===== src/core/spm_pkg.sv =====
// Purpose: constants and carriers for the strap and pin-mux block
// Assumes: byte registers on a plain strobe port
// Notes:   offsets chosen locally
`default_nettype none
package spm_pkg;
   localparam logic [3:0] SPM_OFS_STRAP  = 4'h0;
   localparam logic [3:0] SPM_OFS_MODULE_CONFIGURATION   = 4'h4;
   localparam logic [3:0] SPM_OFS_PAGE   = 4'h8;
   localparam logic [3:0] SPM_OFS_PORT_B_ALT_SELECT  = 4'hC;
   localparam logic [3:0] SPM_OFS_PORT_C_ALT_SELECT  = 4'h1;
   localparam logic [3:0] SPM_OFS_PORT_D_ALT_SELECT  = 4'h2;
   localparam logic [3:0] SPM_OFS_PORT_E_ALT_SELECT  = 4'h3;
   // module configuration bit positions
   localparam int SPM_SHADOW_OFF = 0;
   localparam int SPM_SHMEN = 1;
   localparam int SPM_EXW   = 2;
   localparam int SPM_ADDR_BIT15_OUT_EN  = 3;
   localparam int SPM_IOE   = 4;
   localparam int SPM_CLOCK_OUT_EN = 5;
   localparam int SPM_TEST  = 6;
   localparam logic [7:0] SPM_MODULE_CONFIGURATION_WMASK = 8'h3F;
   localparam logic [7:0] SPM_MODULE_CONFIGURATION_RST   = 8'h00;
   localparam logic [7:0] SPM_PAGE_RST   = 8'h00;
   localparam logic [7:0] SPM_ALT_RST    = 8'h00;
   localparam logic [2:0] SPM_PAGE_MASK  = 3'h7;

   typedef enum logic [1:0] {SPM_ONCHIP, SPM_OFFCHIP, SPM_DEV, SPM_BAD}
      spm_env_e;

   typedef struct packed {
      logic       env_sel0;
      logic       env_zone1_select;
      logic       float_all_strap;
      logic       host_reset_mode_strap;
      logic       host_enable_strap;
      logic       shared_bios_strap;
      logic [2:0] addr_straps;
   } spm_strap_s;

   typedef struct packed {
      logic [6:0] port_a;
      logic [7:0] port_b;
      logic [7:0] port_c;
      logic [7:0] port_d;
      logic [1:0] port_e;
      logic [7:0] port_f;
      logic [4:0] port_g;
      logic [5:0] port_h;
   } spm_pins_s;

   typedef struct packed {
      logic       latched;
      spm_strap_s strap;
      logic [7:0] module_configuration;
      logic [7:0] page;
      logic [7:0] pb_alt;
      logic [7:0] pc_alt;
      logic [7:0] pd_alt;
      logic [7:0] pe_alt;
      logic [7:0] rdata;
      spm_pins_s  alt_sel;
      logic       pin_float;
      logic [2:0] page_out;
      logic [2:0] idle_addr;
      logic       idle_drive;
      logic       host_reset_evt;
      logic       host_stretch;
      logic       host_if_en;
      logic       host_mem_ok;
      logic       ext_mem_en;
      logic       base_shadow;
   } spm_state_s;
endpackage
`default_nettype wire


===== src/core/spm_top.sv =====
// Purpose: strap capture, system configuration and pin function select
// Assumes: por_n low during power-up reset only; straps valid then
// Notes:   alt_sel bit high means pin carries its alternate function
`default_nettype none
module spm_top
   import spm_pkg::*;
#(
   parameter int ADDR_W = 4
) (
   input  wire logic              core_clk,
   input  wire logic              rst_n,
   input  wire logic              por_n,
   input  wire logic              clk_en,
   input  wire spm_strap_s        strap_in,
   input  wire logic              active_mode,
   input  wire logic              test_hook,
   input  wire logic              host_access,
   input  wire logic [ADDR_W-1:0] reg_addr,
   input  wire logic [7:0]        reg_wdata,
   input  wire logic              reg_wr,
   input  wire logic              reg_rd,
   output logic [7:0]             reg_rdata,
   output var spm_pins_s          alt_sel,
   output logic                   pin_float,
   output logic [2:0]             page_out,
   output logic [2:0]             idle_addr,
   output logic                   idle_drive,
   output logic                   host_reset_evt,
   output logic                   host_stretch,
   output logic                   host_if_en,
   output logic                   host_mem_ok,
   output logic                   ext_mem_en,
   output logic                   base_shadow
);
   // offsets are four bits wide, so the address must be too
   if (ADDR_W != 4) begin : g_addr_check
      $error("spm_top: ADDR_W must be 4");
   end

   spm_state_s st;
   spm_state_s next_st;
   spm_env_e   env;
   logic       sharing;
   logic       alt_wide;
   logic       module_configuration_hit;

   function automatic logic hit(input logic [ADDR_W-1:0] a,
                                input logic [3:0] ofs);
      hit = (a == ofs);
   endfunction

   always_comb begin
      env      = spm_env_e'({st.strap.env_sel0, st.strap.env_zone1_select});
      sharing  = ~st.strap.shared_bios_strap;
      module_configuration_hit = hit(reg_addr, SPM_OFS_MODULE_CONFIGURATION);
      next_st  = st;
      if (!por_n) begin
         next_st.strap   = strap_in;
         next_st.latched = 1'b1;
      end
      if (reg_wr && module_configuration_hit && active_mode) begin
         next_st.module_configuration = (reg_wdata & SPM_MODULE_CONFIGURATION_WMASK)
                        | (st.module_configuration & ~SPM_MODULE_CONFIGURATION_WMASK);
      end
      if (st.latched && sharing) begin
         next_st.module_configuration[SPM_ADDR_BIT15_OUT_EN] = 1'b1;
      end
      next_st.module_configuration[SPM_TEST] = test_hook;
      next_st.module_configuration[7]        = 1'b0;
      if (reg_wr && hit(reg_addr, SPM_OFS_PAGE)) begin
         next_st.page = {5'h00, reg_wdata[2:0] & SPM_PAGE_MASK};
      end
      if (reg_wr && hit(reg_addr, SPM_OFS_PORT_B_ALT_SELECT)) next_st.pb_alt = reg_wdata;
      if (reg_wr && hit(reg_addr, SPM_OFS_PORT_C_ALT_SELECT)) next_st.pc_alt = reg_wdata;
      if (reg_wr && hit(reg_addr, SPM_OFS_PORT_D_ALT_SELECT)) next_st.pd_alt = reg_wdata;
      if (reg_wr && hit(reg_addr, SPM_OFS_PORT_E_ALT_SELECT)) next_st.pe_alt = reg_wdata;
      next_st.rdata = 8'h00;
      if (reg_rd) begin
         case (reg_addr)
            SPM_OFS_STRAP: next_st.rdata = {5'h00,
                              st.strap.host_enable_strap,
                              st.strap.host_reset_mode_strap,
                              st.strap.shared_bios_strap};
            SPM_OFS_MODULE_CONFIGURATION:  next_st.rdata = st.module_configuration;
            SPM_OFS_PAGE:  next_st.rdata = st.page;
            SPM_OFS_PORT_B_ALT_SELECT: next_st.rdata = st.pb_alt;
            SPM_OFS_PORT_C_ALT_SELECT: next_st.rdata = st.pc_alt;
            SPM_OFS_PORT_D_ALT_SELECT: next_st.rdata = st.pd_alt;
            SPM_OFS_PORT_E_ALT_SELECT: next_st.rdata = st.pe_alt;
            default:       next_st.rdata = 8'h00;
         endcase
      end
      next_st.alt_sel.port_a = sharing ? 7'h7F : 7'h00;
      next_st.alt_sel.port_b = st.pb_alt;
      next_st.alt_sel.port_b[5] = 1'b0;
      next_st.alt_sel.port_b[6] = 1'b1;
      next_st.alt_sel.port_c = st.pc_alt;
      next_st.alt_sel.port_d = st.pd_alt;
      next_st.alt_sel.port_e = st.pe_alt[1:0];
      alt_wide = (env != SPM_ONCHIP) || st.module_configuration[SPM_EXW];
      next_st.alt_sel.port_f = alt_wide ? 8'hFF : 8'h00;
      next_st.alt_sel.port_g[3] = alt_wide;
      next_st.alt_sel.port_g[4] = alt_wide;
      next_st.alt_sel.port_g[0] = (env != SPM_ONCHIP) || st.module_configuration[SPM_IOE];
      next_st.alt_sel.port_g[1] = (env != SPM_ONCHIP) || st.module_configuration[SPM_ADDR_BIT15_OUT_EN];
      next_st.alt_sel.port_g[2] = (env != SPM_ONCHIP) || st.module_configuration[SPM_CLOCK_OUT_EN];
      next_st.alt_sel.port_h = (env == SPM_DEV) ? 6'h3F : 6'h00;
      next_st.pin_float = st.strap.float_all_strap;
      next_st.page_out = (sharing && !host_access) ? st.page[2:0] : 3'h0;
      next_st.idle_drive = sharing && !active_mode;
      next_st.idle_addr  = st.strap.addr_straps;
      next_st.ext_mem_en  = st.module_configuration[SPM_SHADOW_OFF];
      next_st.base_shadow = ~st.module_configuration[SPM_SHADOW_OFF];
      next_st.host_mem_ok = sharing && st.module_configuration[SPM_SHADOW_OFF]
                            && st.module_configuration[SPM_SHMEN] && active_mode;
      next_st.host_stretch   = sharing && host_access
                               && !st.strap.host_reset_mode_strap
                               && !next_st.host_mem_ok;
      next_st.host_reset_evt = sharing && host_access
                               && st.strap.host_reset_mode_strap
                               && !next_st.host_mem_ok;
      next_st.host_if_en = st.strap.host_enable_strap;
   end

   always_ff @(posedge core_clk or negedge rst_n) begin
      if (!rst_n) begin
         st        <= '0;
         st.module_configuration   <= SPM_MODULE_CONFIGURATION_RST;
         st.page   <= SPM_PAGE_RST;
         st.pb_alt <= SPM_ALT_RST;
      end else if (clk_en) begin
         st <= next_st;
      end
   end

   assign reg_rdata      = st.rdata;
   assign alt_sel        = st.alt_sel;
   assign pin_float      = st.pin_float;
   assign page_out       = st.page_out;
   assign idle_addr      = st.idle_addr;
   assign idle_drive     = st.idle_drive;
   assign host_reset_evt = st.host_reset_evt;
   assign host_stretch   = st.host_stretch;
   assign host_if_en     = st.host_if_en;
   assign host_mem_ok    = st.host_mem_ok;
   assign ext_mem_en     = st.ext_mem_en;
   assign base_shadow    = st.base_shadow;
endmodule
`default_nettype wire


===== config.mk =====
export PLATFORM = sky130hd
export DESIGN_NAME = spm_top
export DESIGN_NICKNAME = d
export VERILOG_FILES = /design/src/core/spm_pkg.sv /design/src/core/spm_top.sv
export SDC_FILE = /design/constraint.sdc
export NUM_CORES = 1
export LEC_CHECK = 0
export ABC_AREA = 0
export BUFFER_PORTS_ARGS = -buffer_cell sky130_fd_sc_hd__buf_2
export CAP_MARGIN = 20
export CORE_UTILIZATION = 51
export CTS_BUF_LIST = sky130_fd_sc_hd__clkbuf_8
export DETAILED_ROUTE_END_ITERATION = 8
export PLACE_DENSITY = 0.77
export SYNTH_ARGS = -nofsm -noshare
export SYNTH_HDL_FRONTEND = slang
export SYNTH_SLANG_ARGS = --single-unit

===== constraint.sdc =====
create_clock -name core_clk -period 1.3 [get_ports core_clk]
set_input_delay 0 -clock core_clk [delete_from_list [all_inputs] [get_ports core_clk]]
set_output_delay 0 -clock core_clk [all_outputs]
set_load 0.01 [all_outputs]

==> impl_metrics.toml <==
[hold_path]
min_delay_worst_endpoint = "host_mem_ok"
hold_crit_depth = 3
holdCritStartpoint = "active_mode"
hp-class = "in -> reg"

[worst_setup_path]
reg2reg_depth = 4
regToRegSetupSlack_ns = -0.10
cp_max_fo = 2
cp-start-kind = "flop"
critPathRequiredTime_ns = 1.55
setup.worst_path.class = "reg -> reg"
critical_path_arrival_ns = 1.65
nature_of_the_critical_path_endpoint = "flop"
critical_path.reg2reg.endpoint = "reg_rdata[2]"
worstReg2RegStart = "st[108]"

[synth]
synth_top_cells_by_area = "sky130_fd_sc_hd__dfrtp_1, sky130_fd_sc_hd__mux2_2, sky130_fd_sc_hd__buf_4"
postSynth.asyncResetShare_pct = 100.0
cell_area_synth_sq_um = 4956
yosys.area.top_type = "sky130_fd_sc_hd__dfrtp_1"
synth_edf_count = 0
yosysUniqueCellTypes = 36
synth_ff_type = "sky130_fd_sc_hd__dfrtp_1"
ys_seq_area_share_pct = 53.02
synth.yosys.warnings = 0
synth_nets = 425
average_footprint_of_a_synthesized_cell_sq_um = 12.55
synth_cells = 395
postSynthRegisterBits = 105
area_fraction_of_the_dominant_cell_type_after_synthesis_pct = 53.02
synth_commonest_cells = "sky130_fd_sc_hd__dfrtp_1, sky130_fd_sc_hd__mux2_2, sky130_fd_sc_hd__buf_4"
yosysMostFrequentCell = "sky130_fd_sc_hd__dfrtp_1"

[layout]
antenna_diode_instance_count = 0
area_taken_by_multi_input_logic_gates_sq_um = 1748
final_design_area_no_fill_sq_um = 5888
fillerInstances = 720
layout-area-overhead-vs-synth_pct = 18.81
layout-drive-gt1-share_pct = 52.71
final_cells = 628
num-nets-final = 524
utilization_pct = 63.13
final-seq-area_sq_um = 2628

[placement]
dpl_ws_ns = -0.1497
finalWeightedCongestion = 0.8814
dp_hpwl_microns = 7648
place_area_sq_um = 5421
place.port_buffers = 102
cells_after_dpl = 587

[detailed_routing]
wl_per_cell_microns = 16.67
detailedRoute.firstIterationViolations = 139
avgViaCountPerCell = 5.153
vias = 3236
drc_errors = 0
drt-pass1-iter-count = 4
drt-total-wl_microns = 10470
count_of_antenna_violating_nets_left_after_detailed_routing = 0

[clocking]
clock_sinks = 105
cts_root_buffer = "sky130_fd_sc_hd__clkbuf_8"
cts_max_level = 3
clock_path_buffers = 2
insertion_delay_ns = 0.37
clk_pin_slew_worst_paths_ns = 0.10
numCtsBuffers = 9
tritoncts = "yes"

[grt]
antenna_found_initial = 0
grt_start_max_net_pins = 41
via_count_of_the_first_global_routing_pass = 3228
track_usage_pct = 22.08
wire_length_of_the_first_global_routing_pass_microns = 16750
grt_overflow = 0

[timing]
rsz0062_at_grt = "yes"
hold_viol_final = 0
drv_slew = 0
timing.setup.tns_ns = -0.1632
timing.final.setup_violations = 3
minimum_hold_slack_ns = 0.02916
period_share_pct = 108.0
worst_clock_skew_ns = 0.01110
fin_crit_ns = 1.404
achievable-frequency_ghz = 0.7122
setup_ws_ns = -0.1042

[die]
initial_core_util_pct = 53.13
dieArea_sq_um = 10120
core_region_area_sq_um = 9328
core.rowCount = 35
die_h_microns = 100.6
die_w_microns = 100.6
io-pin-count = 104

[pwr]
power_per_cell_area_nw_per_um2 = 1357
total_power_mw = 7.989
power_leakage_nw = 2.835
max-vdd-ir-drop_v = 0.0006612

[run]
cap_viol_max_count = 0

[run_status]
status = "finished, violations left"
failed_checks = "negative setup slack"
-- cells in the final DEF, fill, tap and decap left out, types with 2 or more instances in the layout --
cell type | synthesis | final
sky130_fd_sc_hd__mux2_4 | 3 | 7
sky130_fd_sc_hd__dfrtp_1 | 105 | 105
sky130_fd_sc_hd__nand2_1 | 9 | 9
sky130_fd_sc_hd__nand3b_1 | 6 | 6
sky130_fd_sc_hd__o211ai_1 | 3 | 3
sky130_fd_sc_hd__o22ai_1 | 4 | 4
sky130_fd_sc_hd__or2_2 | 3 | 3
sky130_fd_sc_hd__dlygate4sd3_1 | 0 | 20
sky130_fd_sc_hd__nor2_1 | 7 | 7
sky130_fd_sc_hd__nor3_1 | 5 | 5
sky130_fd_sc_hd__mux2i_1 | 2 | 2
sky130_fd_sc_hd__buf_4 | 66 | 47
sky130_fd_sc_hd__a21oi_1 | 6 | 6
sky130_fd_sc_hd__nand3_1 | 12 | 12
sky130_fd_sc_hd__a22oi_1 | 7 | 4
sky130_fd_sc_hd__inv_1 | 13 | 14
sky130_fd_sc_hd__a22o_1 | 7 | 7
sky130_fd_sc_hd__nor2b_1 | 11 | 11
sky130_fd_sc_hd__a221o_1 | 7 | 7
sky130_fd_sc_hd__nor3b_4 | 2 | 2
sky130_fd_sc_hd__clkbuf_8 | 0 | 10
sky130_fd_sc_hd__buf_12 | 0 | 2
sky130_fd_sc_hd__o21ai_0 | 11 | 10
sky130_fd_sc_hd__mux2_2 | 79 | 75
sky130_fd_sc_hd__buf_2 | 4 | 101
sky130_fd_sc_hd__a22oi_2 | 0 | 3
-- cells by family (layout without fill, tap and decap cells) --
group,count (synthesis),in the layout,share of synthesized area [%]
and+or+nand+nor,63,63,8.332
buffers and inverters,95,199,12.45
DFF,105,105,53.02
AOI/OAI and AO/OA,47,47,6.867
muxes,84,84,19.26
other,1,1,0.07567
-- report_power, final --
| part | total [mW] | switching, mW | internal, mW |
|---|---|---|---|
| sequential | 4.18 | 0.374 | 3.80 |
| clock | 2.06 | 1.11 | 0.954 |
| combinational | 1.75 | 0.782 | 0.965 |
-- layer usage --
metal  wire length (microns)  share of wire, %  up-vias  track usage [%]
li1                        -                 -     1510                -
met1                    4732                45     1597            29.81
met2                    5043                48      110            35.83
met3                     477               4.6       19            3.745
met4                     218               2.1        0            8.584
met5                       0                 0        -                0
-- registers in the layout, summed over array words and instances, names as in the netlist --
name	count
next_st	30
reg_rdata	8
base_shadow	1
idle_addr	3
ext_mem_en	1
alt_sel	31
host_if_en	1
host_reset_evt	1
idle_drive	1
host_stretch	1
page_out	3
env	2
st	20
host_mem_ok	1
pin_float	1
-- critical path, cell delays in order, from the launching register on --
cell,delay [ns]
sky130_fd_sc_hd__dfrtp_1,0.40
sky130_fd_sc_hd__mux2_2,0.27
sky130_fd_sc_hd__a22oi_2,0.15
sky130_fd_sc_hd__o211ai_1,0.14
sky130_fd_sc_hd__a221o_1,0.33
-- worst max-delay path by stage --
stage,startpoint,end,slack [ns],depth (start not counted)
after floorplan,reg_addr[1],st[106],-0.03,4
final,st[108],reg_rdata[2],-0.10,4
after detailed placement,reg_addr[2],next_st[39],-0.15,5
after CTS,st[108],reg_rdata[2],-0.08,4
after global placement,reg_addr[2],next_st[36],-0.12,5
after global routing,st[108],reg_rdata[2],-0.14,4
-- what timing repair did --
action                                 4_1_cts  5_1_grt
setup buffers                                3        2
gates resized for setup                      4        2
setup endpoints to repair                    3        5
pin swaps                                    7        3
endpoints found under the hold margin      154        0
hold buffers                                20        0
-- cell type report --
cell class,instances,share of cell area (%)
Sequential cell,105,44.62
Multi-Input combinational cell,195,29.69
Timing Repair Buffer,170,18.66
Tap cell,129,2.741
Clock buffer,10,2.337
Clock inverter,6,1.126
Inverter,13,0.8287
(Power assumes the default switching activity.)
